===== src/phy_regs_pkg.sv =====
// Package for the PHY mode and status register bank.
// Assumes one 100 MHz clock and a 5-bit register index from the management engine.
package phy_regs_pkg;

  localparam int unsigned    CLOCK_HZ            = 100_000_000;
  localparam int unsigned    ENERGY_TIMEOUT_MS   = 256;
  localparam longint unsigned ENERGY_TIMEOUT_CYC =
    longint'(CLOCK_HZ) / 1000 * ENERGY_TIMEOUT_MS;

  localparam logic [4:0]  IDX_EXPANSION  = 5'h06;
  localparam logic [4:0]  IDX_MODE_CTL   = 5'h11;
  localparam logic [4:0]  IDX_SPECIAL    = 5'h12;
  localparam logic [4:0]  IDX_CROSSOVER  = 5'h1b;

  localparam int unsigned EXP_PD_FAULT   = 4;
  localparam int unsigned EXP_LP_NP      = 3;
  localparam int unsigned EXP_NP_ABLE    = 2;
  localparam int unsigned EXP_PAGE_RX    = 1;
  localparam int unsigned EXP_LP_AN      = 0;
  localparam int unsigned MC_EDPD        = 13;
  localparam int unsigned MC_ENERGY      = 1;
  localparam int unsigned XO_OVERRIDE    = 15;
  localparam int unsigned XO_AUTO        = 14;
  localparam int unsigned XO_STATE       = 13;
  localparam int unsigned XO_PLL_FORCE   = 10;
  localparam int unsigned XO_POLARITY    = 4;

  localparam logic [4:0]  ADDR_RESET     = 5'h01;
  localparam logic [2:0]  MODE_RESET     = 3'h7;
  localparam logic [15:0] ZERO16         = 16'h0000;

  typedef enum logic [2:0] {
    MODE_10_HALF   = 3'b000,
    MODE_10_FULL   = 3'b001,
    MODE_100_HALF  = 3'b010,
    MODE_100_FULL  = 3'b011,
    MODE_AN_100HD  = 3'b100,
    MODE_REPEATER  = 3'b101,
    MODE_RESERVED  = 3'b110,
    MODE_ALL       = 3'b111
  } op_mode_e;

  // Defaults offered to the basic control and advertisement registers
  typedef struct packed {
    logic       speed_100;
    logic       an_enable;
    logic       restart_an;
    logic       full_duplex;
    logic [3:0] advert;
    logic       crs_on_tx;
    logic       repeater;
    logic       follow_an;
  } mode_cfg_s;

  // Crossover and receive controls to the analog front end
  typedef struct packed {
    logic auto_crossover;
    logic swap_pairs;
    logic pll_ref_lock;
  } line_ctl_s;

endpackage


===== src/energy_timer.sv =====
// Line energy watchdog: the status bit falls after a quiet timeout.
// Assumes energy_seen is synchronous to clock.
`timescale 1ns/1ns
`default_nettype none
module energy_timer #(
  parameter longint unsigned TIMEOUT = phy_regs_pkg::ENERGY_TIMEOUT_CYC
) (
  // Clock and hardware reset
  input  wire logic clock,
  input  wire logic hw_rst,
  // Line
  input  wire logic energy_seen,
  output logic      energy_present
);
  import phy_regs_pkg::*;

  logic [31:0] count_r;
  logic        present_r;

  wire at_limit = (count_r >= 32'(TIMEOUT - 1));

  // Soft reset is not wired in: the bit survives it
  always_ff @(posedge clock) begin
    if (hw_rst) begin
      count_r   <= 32'h0000_0000;
      present_r <= 1'b1;
    end else if (energy_seen) begin
      count_r   <= 32'h0000_0000;
      present_r <= 1'b1;
    end else if (at_limit) begin
      present_r <= 1'b0;
    end else begin
      count_r   <= count_r + 32'h0000_0001;
    end
  end

  assign energy_present = present_r;
endmodule
`default_nettype wire


===== src/phy_mode_and_status_registers.sv =====
// Management register bank: expansion, mode control, special modes, crossover.
// Assumes a serial management engine presents decoded index, data and strobes.
`timescale 1ns/1ns
`default_nettype none
// Behaviour
// - Parallel detection fault sets expansion bit 4, held until read.
// - New page received sets expansion bit 1, latched until read.
// - Expansion bits 3, 2, 0 report next page and negotiation abilities.
// - Mode control bit 13 enables energy-detect power-down, reset 0.
// - Energy bit clears after 256 ms without energy, sets on energy.
// - Energy bit forced 1 by hardware reset, kept over soft reset.
// - Special modes bits 4:0 hold management address, reset 00001b.
// - Modes 000 and 001 give 10 Mb/s half and full, no negotiation.
// - Mode 010: 100 half, control 1000, carrier sense on tx and rx.
// - Mode 011: 100 full, control 1001, carrier sense on rx only.
// - Mode 100: negotiate 100 half only, control 1100, advert 0100.
// - Mode 101: repeater, negotiate 100 half only, carrier sense rx only.
// - Mode 111 advertises all; speed and duplex follow negotiation.
// - Crossover override bit 15 chooses strap pin or bits 14 and 13.
// - Override on: bit 14 enables auto crossover, else bit 13 manual.
// - Manual bit 13 zero keeps pairs normal, one swaps both.
// - Bit 10 forces receive PLL onto reference; 10 Mb/s reception lost.
// - Bit 4 reports 10 Mb/s receive polarity, 1 reversed.
// - Bits 3:0 of crossover register read undefined, writes ignored.
module phy_mode_and_status_registers #(
  parameter longint unsigned ENERGY_TIMEOUT = phy_regs_pkg::ENERGY_TIMEOUT_CYC,
  parameter logic [3:0]      LOW_NIBBLE     = 4'h0
) (
  // Clock and resets
  input  wire logic                     clock,
  input  wire logic                     rst,
  input  wire logic                     soft_rst,
  // Management register access
  input  wire logic [4:0]               reg_index,
  input  wire logic                     reg_wr,
  input  wire logic                     reg_rd,
  input  wire logic [15:0]              reg_wdata,
  output logic [15:0]                   reg_rdata,
  output logic                          reg_hit,
  // Status from negotiation and receive logic
  input  wire logic                     pd_fault_event,
  input  wire logic                     page_rx_event,
  input  wire logic                     lp_next_page_able,
  input  wire logic                     lp_an_able,
  input  wire logic                     energy_seen,
  input  wire logic                     rx_polarity_reversed,
  input  wire logic                     an_speed_100,
  input  wire logic                     an_full_duplex,
  // Strap
  input  wire logic                     auto_crossover_strap,
  // Settings to the datapath
  output logic [4:0]                    management_station_address,
  output phy_regs_pkg::op_mode_e        op_mode,
  output phy_regs_pkg::mode_cfg_s       mode_cfg,
  output logic                          energy_detect_powerdown_enable,
  output phy_regs_pkg::line_ctl_s       line_ctl
);
  import phy_regs_pkg::*;

  // Held registers
  logic       pd_fault_r;
  logic       page_rx_r;
  logic       edpd_r;
  logic [7:0] modes_hi_r;
  op_mode_e   mode_r;
  logic [4:0] addr_r;
  logic       xo_override_r;
  logic       xo_auto_r;
  logic       xo_state_r;
  logic       pll_force_r;
  logic       line_energy_present;

  // Address decode
  wire sel_exp  = (reg_index == IDX_EXPANSION);
  wire sel_mode = (reg_index == IDX_MODE_CTL);
  wire sel_spec = (reg_index == IDX_SPECIAL);
  wire sel_xo   = (reg_index == IDX_CROSSOVER);
  wire wr_mode  = reg_wr && sel_mode;
  wire wr_spec  = reg_wr && sel_spec;
  wire wr_xo    = reg_wr && sel_xo;
  wire rd_exp   = reg_rd && sel_exp;
  wire any_rst  = rst || soft_rst;

  energy_timer #(
    .TIMEOUT        (ENERGY_TIMEOUT)
  ) u_energy (
    .clock          (clock),
    .hw_rst         (rst),
    .energy_seen    (energy_seen),
    .energy_present (line_energy_present)
  );

  // Latch-high bits: a new event in the reading cycle wins over the clear
  always_ff @(posedge clock) begin
    if (any_rst) begin
      pd_fault_r <= 1'b0;
      page_rx_r  <= 1'b0;
    end else begin
      pd_fault_r <= pd_fault_event || (pd_fault_r && !rd_exp);
      page_rx_r  <= page_rx_event  || (page_rx_r  && !rd_exp);
    end
  end

  // Volatile control bits follow either reset
  always_ff @(posedge clock) begin
    if (any_rst) begin
      edpd_r        <= 1'b0;
      xo_override_r <= 1'b0;
      xo_auto_r     <= 1'b0;
      xo_state_r    <= 1'b0;
    end else begin
      if (wr_mode) begin
        edpd_r <= reg_wdata[MC_EDPD];
      end
      if (wr_xo) begin
        xo_override_r <= reg_wdata[XO_OVERRIDE];
        xo_auto_r     <= reg_wdata[XO_AUTO];
        xo_state_r    <= reg_wdata[XO_STATE];
      end
    end
  end

  // Fields kept over soft reset: only the hardware reset touches them
  always_ff @(posedge clock) begin
    if (rst) begin
      modes_hi_r  <= 8'h00;
      mode_r      <= op_mode_e'(MODE_RESET);
      addr_r      <= ADDR_RESET;
      pll_force_r <= 1'b0;
    end else begin
      if (wr_spec) begin
        modes_hi_r <= reg_wdata[15:8];
        mode_r     <= op_mode_e'(reg_wdata[7:5]);
        addr_r     <= reg_wdata[4:0];
      end
      if (wr_xo) begin
        pll_force_r <= reg_wdata[XO_PLL_FORCE];
      end
    end
  end

  // Read images
  wire [15:0] exp_img  = {11'h000, pd_fault_r, lp_next_page_able, 1'b0,
                          page_rx_r, lp_an_able};
  wire [15:0] mode_img = {2'b00, edpd_r, 11'h000, line_energy_present, 1'b0};
  wire [15:0] spec_img = {modes_hi_r, mode_r, addr_r};
  wire [15:0] xo_img   = {xo_override_r, xo_auto_r, xo_state_r, 2'b00,
                          pll_force_r, 5'h00, rx_polarity_reversed,
                          LOW_NIBBLE};

  assign reg_hit   = sel_exp || sel_mode || sel_spec || sel_xo;
  assign reg_rdata = sel_exp  ? exp_img  :
                     sel_mode ? mode_img :
                     sel_spec ? spec_img :
                     sel_xo   ? xo_img   : ZERO16;

  // Mode table
  mode_cfg_s cfg;
  always_comb begin
    cfg = '0;
    case (mode_r)
      MODE_10_HALF: begin
        cfg.crs_on_tx = 1'b1;
      end
      MODE_10_FULL: begin
        cfg.full_duplex = 1'b1;
      end
      MODE_100_HALF: begin
        cfg.speed_100 = 1'b1;
        cfg.crs_on_tx = 1'b1;
      end
      MODE_100_FULL: begin
        cfg.speed_100   = 1'b1;
        cfg.full_duplex = 1'b1;
      end
      MODE_AN_100HD: begin
        cfg.speed_100 = 1'b1;
        cfg.an_enable = 1'b1;
        cfg.advert    = 4'b0100;
        cfg.crs_on_tx = 1'b1;
      end
      MODE_REPEATER: begin
        cfg.speed_100 = 1'b1;
        cfg.an_enable = 1'b1;
        cfg.advert    = 4'b0100;
        cfg.repeater  = 1'b1;
      end
      MODE_ALL: begin
        cfg.an_enable   = 1'b1;
        cfg.advert      = 4'b1111;
        cfg.follow_an   = 1'b1;
        cfg.speed_100   = an_speed_100;
        cfg.full_duplex = an_full_duplex;
        cfg.crs_on_tx   = !an_full_duplex;
      end
      default: begin
        // Reserved mode: behave as plain 10 Mb/s half duplex
        cfg.crs_on_tx = 1'b1;
      end
    endcase
  end

  // Crossover selection; the override hands control from strap to register
  wire auto_x = xo_override_r ? xo_auto_r : auto_crossover_strap;
  wire swap_x = xo_override_r && !xo_auto_r && xo_state_r;

  assign management_station_address     = addr_r;
  assign op_mode                        = mode_r;
  assign mode_cfg                       = cfg;
  assign energy_detect_powerdown_enable = edpd_r;
  assign line_ctl.auto_crossover        = auto_x;
  assign line_ctl.swap_pairs            = swap_x;
  assign line_ctl.pll_ref_lock          = pll_force_r;
endmodule
`default_nettype wire


===== config.mk =====
export PLATFORM = sky130hd
export DESIGN_NAME = phy_mode_and_status_registers
export DESIGN_NICKNAME = d
export VERILOG_FILES = /design/src/phy_regs_pkg.sv /design/src/energy_timer.sv /design/src/phy_mode_and_status_registers.sv
export SDC_FILE = /design/constraint.sdc
export NUM_CORES = 1
export LEC_CHECK = 0
export BUFFER_PORTS_ARGS = -buffer_cell sky130_fd_sc_hd__buf_2
export CORE_UTILIZATION = 52
export DETAILED_ROUTE_END_ITERATION = 6
export PLACE_DENSITY = 0.84
export SYNTH_ARGS = -nofsm -noshare
export SYNTH_HDL_FRONTEND = slang
export SYNTH_SLANG_ARGS = --single-unit

===== constraint.sdc =====
create_clock -name clock -period 2.6 [get_ports clock]
set_clock_uncertainty 0.05 [all_clocks]
set_input_delay 0.26 -clock clock [delete_from_list [all_inputs] [get_ports clock]]
set_output_delay 0.26 -clock clock [all_outputs]
set_load 0.01 [all_outputs]

==> flow_metrics.env, run 1 <==
export IMPL_status="completed"
export IMPL_cts_post_setup_buffers_inserted=0
export IMPL_antenna_violating_nets_post_route=0
export IMPL_detailroute_via_count=2724
export IMPL_gp_routability_congestion=0.8146
export IMPL_worst_pin_slew_ns=0.6441
export IMPL_placement_cell_area_sq_mm=0.003138
export IMPL_cts_tree="yes"
export IMPL_critical_path_max_fanout=34
export IMPL_rsz0062_at_grt="no"
export IMPL_syn2layout_area_growth_pct=17.71
export IMPL_synth_warnings=0
export IMPL_grt_pass1_wl_um=9901
export IMPL_drive_gt1_frac=0.2365
export IMPL_grt_busiest_layer="met2"
export IMPL_cts_root_to_sink_buffers=2
export IMPL_ys_seq_elements=56
export IMPL_groute_layer_met3_usage=0.04685
export IMPL_fmax_ghz=0.4129
export IMPL_grtUsageMet2=0.3864
export IMPL_leakage_nw=1.296
export IMPL_hpwl_um=4562
export IMPL_routed_via_density=5.723
export IMPL_synth_ff_type="dfxtp_1"
export IMPL_holdCritPathClass="in -> reg"
export IMPL_start_kind="flop"
export IMPL_first_global_vias=2270
export IMPL_max_cap_viols=0
export IMPL_post_cts_hold_buffer_count=0
export IMPL_cp_arrival_ns=2.62
export IMPL_drc=0
export IMPL_detail_route_first_pass_iterations=4
export IMPL_hold_viol_final=0
export IMPL_clock_latency_ns=0.32
export IMPL_regToRegStartpoint="u_energy.count_r[19]"
export IMPL_grt_met1_usage=0.2831
export IMPL_clock_input_transition_at_the_sequential_cells_of_the_worst_setup_and_hold_paths_ns=0.10
export IMPL_design_area_sq_mm=0.003236
export IMPL_synth_async_reset_ratio=0
export IMPL_final_setup_worst_slack_ns=0.1780
export IMPL_detail_route_iter0_violations=133
export IMPL_number_of_ports_placed_on_the_die_boundary=75
export IMPL_die_height_um=74.71
export IMPL_yosys_cell_types_count=43
export IMPL_cp_data_required_time_ns=2.80
export IMPL_slew_limit_headroom=0.5669
export IMPL_worstSetupStartpoint="u_energy.count_r[19]"
export IMPL_placementRows=26
export IMPL_synth_edff_count=0
export IMPL_p_total_mw=1.476
export IMPL_grt_start_max_net_pins=35
export IMPL_detail_route_wl_per_cell_um=13.31
export IMPL_start_util=0.5382
export IMPL_design_core_area_sq_mm=0.005107
export IMPL_synth_cells=341
export IMPL_port_buffers=73
export IMPL_fin_worst_hold_slack_ns=0.09527
export IMPL_seq_area_frac_synth=0.4078
export IMPL_pwr_density_cell_mw_per_mm2=456.1
export IMPL_nNetsFinal=441
export IMPL_die_area_sq_mm=0.005581
export IMPL_floorplan_die_width_um=74.71
export IMPL_post_cts_resized_instances=0
export IMPL_antenna_found_initial=0
export IMPL_layout_worst_path_cycle_share=0.9315
export IMPL_preCtsSetupSlack_ns=0.2035
export IMPL_slew_viol_final=0
export IMPL_synth_cell_area_sq_mm=0.002749
export IMPL_hold_start="reg_wdata[5]"
export IMPL_clock_root_cell="clkbuf_8"
export IMPL_finalSetupTns_ns=0
export IMPL_clock_buffers_created_by_tritoncts=5
export IMPL_max_vdd_ir_drop_v=0.0003932
export IMPL_global_route_total_usage_across_every_layer=0.2289
export IMPL_routed_wl_um=6337
export IMPL_timing_critical_path_to_type="flop"
export IMPL_grt_overflow_total=0
export IMPL_synth_avg_cell_area_sq_um=8.061
export IMPL_criticalPathCategory="reg -> reg"
export IMPL_antennaDiodeCount=0
export IMPL_cts_sinks=56
export IMPL_synth_nets=377
export IMPL_cts_max_level=2
export IMPL_setup_viol_count_final=0
export IMPL_finalWorstPathRequiredPeriod_ns=2.422
## critical path, cell delays in order (launching register included)
cell and delay [ns]:
dfxtp_1 0.34, or4_1 0.60, o21bai_4 0.25, nand2_2 0.34, or4_1 0.61, a21oi_1 0.14
## sequential cells by signal, indices dropped and copies added (netlist names)
signal and cells:
pll_force_r 1, modes_hi_r 8, xo_state_r 1, pd_fault_r 1, page_rx_r 1, u_energy.count_r 32
energy_detect_powerdown_enable 1, u_energy.energy_present 1, op_mode 3, xo_override_r 1, management_station_address 5, xo_auto_r 1
## per-stage QoR
stage	std cells	util
finish	476	0.6335
global route	476	0.6335
CTS	476	0.6335
detailed placement	468	0.6144
global placement	468	0.6144
floorplan	341	-
## layer usage
layer  wire length [um]  up-vias
li1                   -     1353
met1               2866     1267
met2               3016       92
met3                332       12
met4                121        0
met5                  0        -
## final timing paths
kind | end | slack, ns | cells past startpoint
hold / removal | op_mode[0] | 0.1 | 3
setup / recovery | u_energy.count_r[4] | 0.18 | 5
setup reg to reg | u_energy.count_r[4] | 0.18 | 5
hold reg to reg | modes_hi_r[4] | 0.41 | 2
## area by class of cell
type	count	area [sq um]
clock buffer	5	68.82
timing repair buffer	81	425.4
tap	70	87.58
clock inverter	3	28.78
sequential	56	1121
inverter	4	15.01
multi-input combinational	257	1489
fill	445	1872
## power by group
group	switching (mW)	internal [mW]	leakage (nW)	total (mW)
registers	0.00546	0.863	0.452	0.868
logic	0.0497	0.0414	0.793	0.0911
clock network	0.312	0.204	0.0511	0.516
total	0.367	1.11	1.30	1.48
## synthesized netlist by cell type, types with 9 or more instances
| cell type | count | area, sq um |
|---|---|---|
| nand2_1 | 64 | 240.2 |
| dfxtp_1 | 56 | 1121 |
| a21oi_1 | 37 | 185.2 |
| and2_1 | 16 | 100.1 |
| clkbuf_1 | 14 | 52.55 |
| nor2_1 | 14 | 52.55 |
| or4_1 | 12 | 90.09 |
| nand3_1 | 11 | 55.05 |
| nor3_1 | 10 | 50.05 |
| o21ai_0 | 10 | 50.05 |
| o31ai_1 | 10 | 75.07 |
| or3_1 | 10 | 62.56 |
| nand4_1 | 9 | 56.30 |
## cell usage in the layout (no fill, tap or decap), drive strengths merged
cell and instances:
o31ai 10, nand3b 5, a21boi 2, dfxtp 56, or2 1, and3 3, nand4 9, or4 13
mux2i 5, nor4 4, inv 7, nor4b 2, nand3 11, nand2 65, a21oi 37, o21a 1
conb 1, and3b 1, nand4b 6, a22oi 3, ha 1, nor3 10, or3 10, o21ai 10
and4b 1, mux2 1, a22o 5, o41ai 3, buf 81, clkbuf 5, nand2b 1, o21bai 1
o31a 2, nor2 14, and2 17, o211ai 2
## logic make-up (layout without fill, tap and decap cells)
group	Yosys count	after routing	share of synthesized area
other cells	1	1	0.001364
simple gates	173	173	0.3400
compound gates	76	76	0.1734
fa+ha+maj	1	1	0.004551
flops	56	56	0.4078
mux	6	6	0.02230
buf+inv	28	93	0.05052
Power figures use the tool's default switching activity.
==> run 2, diff against run 1 <==
SETUP_SLACK_MARGIN = 0.3   (was not set)
==> run 2 against run 1 <==
Net effect: hold slack about the same; highest routed layer unchanged; critical endpoint unchanged; worst setup slack better by 0.24 ns; count of clock-buffer cells in the layout did not move; combinational power hardly changed; final cell count grew 0.63%; fmax grew 11%; sequential share of layout area down 0.41 points; non-clock buffer count increased by 3.
==> flow_metrics.env, run 2 (synthesis gave the netlist of run 1 again) <==
export IMPL_grt_overflow_total=0
export IMPL_holdCritPathClass="in -> reg"
export IMPL_placement_cell_area_sq_mm=0.003138
export IMPL_layout_worst_path_cycle_share=0.8404
export IMPL_r2r_cells=5
export IMPL_clock_latency_ns=0.32
export IMPL_largest_reg_flops=32
export IMPL_clock_input_transition_at_the_sequential_cells_of_the_worst_setup_and_hold_paths_ns=0.11
export IMPL_reg2reg_setup_slack_ns=0.41
export IMPL_drc=0
export IMPL_finalWorstPathRequiredPeriod_ns=2.185
export IMPL_regToRegStartpoint="u_energy.count_r[31]"
export IMPL_hold_viol_final=0
export IMPL_rsz0062_at_grt="yes"
export IMPL_syn2layout_area_growth_pct=19.12
export IMPL_layout_common_cells="buf_2, nand2_1, dfxtp_1, a21oi_1, and2_1"
export IMPL_status="completed"
export IMPL_cts_sinks=56
export IMPL_final_setup_worst_slack_ns=0.4148
export IMPL_detailroute_via_count=2749
export IMPL_start_kind="flop"
export IMPL_antenna_found_initial=0
export IMPL_pwr_density_cell_mw_per_mm2=449.4
export IMPL_antenna_violating_nets_post_route=0
export IMPL_max_cap_viols=0
export IMPL_design_area_sq_mm=0.003274
export IMPL_detail_route_first_pass_iterations=5
export IMPL_leakage_nw=1.313
export IMPL_die_height_um=74.71
export IMPL_post_layout_nonfiller_instances=479
export IMPL_fin_worst_hold_slack_ns=0.09561
export IMPL_combPwrFrac=0.062
export IMPL_placementRows=26
export IMPL_grt_pass1_wl_um=9887
export IMPL_portion_of_total_power_attributed_to_the_clock_network=0.348
export IMPL_worstSetupStartpoint="u_energy.count_r[31]"
export IMPL_worst_pin_slew_ns=0.6427
export IMPL_fmax_ghz=0.4576
export IMPL_power_share_switching=0.2470
export IMPL_p_total_mw=1.472
export IMPL_hold_path_depth=3
export IMPL_detail_route_iter0_violations=150
export IMPL_die_area_sq_mm=0.005581
export IMPL_antennaDiodeCount=0
export IMPL_total_switching_power_mw=0.3635
export IMPL_place_detailed_instances=468
export IMPL_design_core_area_sq_mm=0.005107
export IMPL_r2r_end="u_energy.count_r[4]"
export IMPL_critical_path_max_fanout=34
export IMPL_cts_root_to_sink_buffers=2
export IMPL_cp_slowest_stage_delay_ns=0.54
export IMPL_criticalPathCategory="reg -> reg"
export IMPL_floorplan_die_width_um=74.71
export IMPL_mostFrequentLayoutCell="buf_2"
export IMPL_slew_limit_headroom=0.5679
export IMPL_slew_viol_final=0
export IMPL_number_of_ports_placed_on_the_die_boundary=75
export IMPL_internal_power_mw=1.108
export IMPL_post_cts_hold_buffer_count=0
export IMPL_cp_data_required_time_ns=2.80
export IMPL_gp_routability_congestion=0.8146
export IMPL_global_route_total_usage_across_every_layer=0.2287
export IMPL_sequential_fraction_of_design_power=0.590
export IMPL_cts_tree="yes"
export IMPL_setup_viol_count_final=0
export IMPL_first_global_vias=2266
export IMPL_routed_wl_um=6400
export IMPL_start_util=0.5382
export IMPL_hpwl_um=4562
export IMPL_cts_max_level=2
export IMPL_timing_critical_path_to_type="flop"
export IMPL_path_delay_family="simple AND/OR/NAND/NOR gates"
export IMPL_drive_gt1_frac=0.2445
export IMPL_finalSetupTns_ns=0
export IMPL_hold_start="reg_wdata[5]"
export IMPL_nNetsFinal=444
export IMPL_critical_path_n_buffers_inverters=0
export IMPL_final_core_utilization=0.6411
export IMPL_port_buffers=73
export IMPL_cpMaxStageDelayCell="or4_4"
export IMPL_preCtsSetupSlack_ns=0.2035
export IMPL_crit_chain="or4_4, nor4_4, nand2_8, or4_1, a21oi_1"
export IMPL_clock_root_cell="clkbuf_8"
export IMPL_max_vdd_ir_drop_v=0.0003883
export IMPL_detail_route_wl_per_cell_um=13.36
export IMPL_clock_buffers_created_by_tritoncts=5
export IMPL_routed_via_density=5.739
export IMPL_cp_arrival_ns=2.38
export IMPL_grt_start_max_net_pins=35
export IMPL_holdPathEnd="op_mode[0]"
export IMPL_registers_top_by_ff_count="u_energy.count_r"
## run 2: changes by cell type in the layout (fill, tap and decap cells not counted), sizes merged
cell and change:
buf +3
## run 2: worst max path at each step
| stage | end | slack [ns] | cells past startpoint |
|---|---|---|---|
| global placement | u_energy.count_r[8] | 0.27 | 5 |
| detailed placement | u_energy.count_r[8] | 0.20 | 5 |
| floorplan | u_energy.count_r[14] | 0.53 | 6 |
| CTS | u_energy.count_r[4] | 0.33 | 5 |
| global route | u_energy.count_r[4] | 0.29 | 5 |
| finish | u_energy.count_r[4] | 0.41 | 5 |
## run 2: power by group through the flow
| stage | sequential (mW) | clock, mW | combinational (mW) |
|---|---|---|---|
| 2_1_floorplan | 0.886 | 0 | 0.0456 |
| 3_3_place_gp | 0.888 | 0 | 0.0894 |
| 3_5_place_dp | 0.888 | 0 | 0.0908 |
| 4_1_cts | 0.868 | 0.532 | 0.0911 |
| 5_1_grt | 0.869 | 0.563 | 0.102 |
| 6_report | 0.868 | 0.512 | 0.0914 |
## run 2: final cells by class
type,instances,area [sq um]
multi-input cells,257,1505
clock buffers,5,68.82
clock inverters,3,28.78
fillers,437,1833
well taps,70,87.58
inverters,4,15.01
flip-flops and latches,56,1121
repair buffers,84,447.9
## run 2: what timing repair did
action,4_1_cts,5_1_grt
endpoints found under the setup margin,10,16
gates cloned,0,0
setup buffers,0,3
pin swaps,0,1
gates resized for setup,1,2
## run 2: worst reg2reg max path: stages, from the launching register on
cell	delay [ns]
dfxtp_1	0.33
or4_4	0.54
nor4_4	0.32
nand2_8	0.19
or4_1	0.54
a21oi_1	0.14
## run 2: per-layer routing
metal | global-route usage | share of wire | up-vias
met5 | 0 | 0 | -
li1 | - | - | 1364
met2 | 0.3864 | 0.48 | 107
met1 | 0.2822 | 0.44 | 1266
met4 | 0.1006 | 0.018 | 0
met3 | 0.04685 | 0.064 | 12
==> run 3, diff against run 2 <==
CORE_UTILIZATION = 47   (was 52)
PLACE_DENSITY = 0.81   (was 0.84)
clock period = 1.8 ns   (was 2.6 ns; I/O delays follow)
==> run 3 against run 2 <==
Net effect: the flow now finishes with violations (negative setup slack); non-clock buffer count grew 46; sequential power grew 44%; clock power grew 65%; hold slack lost 0.067 ns; die area grew 10%; worst setup slack lost 0.72 ns; largest cell class unchanged; combinational power grew 85%.
==> flow_metrics.env, run 3 (synthesis gave the netlist of run 1 again) <==
export IMPL_finalSetupTns_ns=-5.612
export IMPL_preCtsSetupSlack_ns=-0.2649
export IMPL_clock_latency_ns=0.31
export IMPL_start_util=0.4932
export IMPL_placement_cell_area_sq_mm=0.003421
export IMPL_critical_path_max_fanout=6
export IMPL_failing_checks="negative setup slack"
export IMPL_number_of_ports_placed_on_the_die_boundary=75
export IMPL_filler_cell_count=411
export IMPL_crit_chain="or4_4, nor4_4, buf_4, buf_4, nand4_1, or4_1, nand2_1"
export IMPL_detail_route_first_pass_iterations=4
export IMPL_post_cts_hold_buffer_count=0
export IMPL_cp_slowest_stage_delay_ns=0.54
export IMPL_detail_route_wl_per_cell_um=15.83
export IMPL_multi_input_area_sq_mm=0.001684
export IMPL_grt_busiest_layer="met2"
export IMPL_final_setup_worst_slack_ns=-0.3037
export IMPL_status="finished, violations left"
export IMPL_design_core_area_sq_mm=0.005574
export IMPL_design_area_sq_mm=0.003910
export IMPL_cpMaxStageDelayCell="or4_4"
export IMPL_gp_routability_congestion=0.8468
export IMPL_registers_top_by_ff_count="u_energy.count_r"
export IMPL_syn2layout_area_growth_pct=42.24
export IMPL_drc=0
export IMPL_first_global_vias=2734
export IMPL_clock_input_transition_at_the_sequential_cells_of_the_worst_setup_and_hold_paths_ns=0.10
export IMPL_max_cap_viols=0
export IMPL_pwr_density_cell_mw_per_mm2=580.5
export IMPL_cts_root_to_sink_buffers=2
export IMPL_drive_gt1_frac=0.4110
export IMPL_largest_reg_flops=32
export IMPL_floorplan_die_width_um=78.48
export IMPL_clock_buffers_created_by_tritoncts=5
export IMPL_antennaDiodeCount=0
export IMPL_nNetsFinal=490
export IMPL_rsz0062_at_grt="yes"
export IMPL_cp_arrival_ns=2.31
export IMPL_holdCritPathClass="in -> reg"
export IMPL_layout_worst_path_cycle_share=1.169
export IMPL_setup_viol_count_final=26
export IMPL_criticalPathCategory="reg -> reg"
export IMPL_start_kind="flop"
export IMPL_die_area_sq_mm=0.006158
export IMPL_cts_sinks=56
export IMPL_die_height_um=78.48
export IMPL_fmax_ghz=0.4753
export IMPL_grt_pass1_wl_um=12130
export IMPL_detail_route_iter0_violations=162
export IMPL_antenna_found_initial=0
export IMPL_global_route_total_usage_across_every_layer=0.2435
export IMPL_routed_via_density=5.757
export IMPL_sequential_cell_area_sq_mm=0.001129
export IMPL_place_detailed_instances=503
export IMPL_hpwl_um=5215
export IMPL_grt_start_max_net_pins=26
export IMPL_port_buffers=73
export IMPL_grt_overflow_total=0
export IMPL_layout_common_cells="buf_2, nand2_1, dfxtp_1, buf_4, a21oi_1"
export IMPL_groute_layer_met3_usage=0.04535
export IMPL_cp_common_cell="buf_4"
export IMPL_mostFrequentLayoutCell="buf_2"
export IMPL_finalWorstPathRequiredPeriod_ns=2.104
export IMPL_grt_met1_usage=0.2956
export IMPL_grtUsageMet2=0.4351
export IMPL_antenna_violating_nets_post_route=0
export IMPL_cp_data_required_time_ns=2.01
export IMPL_cts_max_level=2
export IMPL_routed_wl_um=8341
export IMPL_detailroute_via_count=3034
export IMPL_max_vdd_ir_drop_v=0.0005101
export IMPL_clock_root_cell="clkbuf_8"
export IMPL_placementRows=27
export IMPL_hold_viol_final=0
export IMPL_slew_viol_final=0
export IMPL_p_total_mw=2.270
export IMPL_post_layout_nonfiller_instances=527
export IMPL_timing_critical_path_to_type="flop"
export IMPL_cts_tree="yes"
export IMPL_leakage_nw=1.621
run 3: routing by layer:
metal	vias to the layer above	part of all wire
li1	1452	-
met1	1436	0.41
met2	128	0.51
met3	18	0.058
met4	0	0.017
met5	-	0
run 3: final cells by class:
type,count,area share
multi-input combinational,257,0.4307
sequential,56,0.2886
timing repair buffer,130,0.2243
tap,72,0.02304
clock buffer,5,0.01760
clock inverter,3,0.01184
inverter,4,0.003840
run 3: worst max-delay path: cells and delay by family, from the launching register on:
kind                   cells  cell delay, ns
DFF                        1            0.33
and+or+nand+nor            5            1.39
buffers and inverters      2            0.29
run 3: repair_timing:
| action | CTS | global route |
|---|---|---|
| pin swaps | 6 | 21 |
| gates cloned | 1 | 3 |
| setup buffers | 4 | 8 |
| gates resized for setup | 18 | 47 |
| endpoints found under the setup margin | 39 | 36 |
run 3: path summary, 6_finish.rpt:
kind | depth (start not counted) | slack [ns] | from | to
setup / recovery | 7 | -0.30 | u_energy.count_r[31] | u_energy.count_r[10]
hold / removal | 3 | 0.03 | reg_wdata[5] | op_mode[0]
setup reg to reg | 7 | -0.30 | u_energy.count_r[31] | u_energy.count_r[10]
hold reg to reg | 2 | 0.41 | modes_hi_r[4] | modes_hi_r[4]
run 3: where the power goes:
group | internal (mW) | leakage, nW | switching (mW)
sequential | 1.25 | 0.452 | 0.00717
combinational | 0.0796 | 1.11 | 0.0895
clock | 0.420 | 0.0548 | 0.427
run 3: stage by stage:
stage / hold slack [ns] / utilization
floorplan: 0.2093 / -
CTS: 0.02866 / 0.6530
global placement: 0.3439 / 0.6137
global route: 0.03241 / 0.7015
finish: 0.02838 / 0.7015
detailed placement: 0.3464 / 0.6137
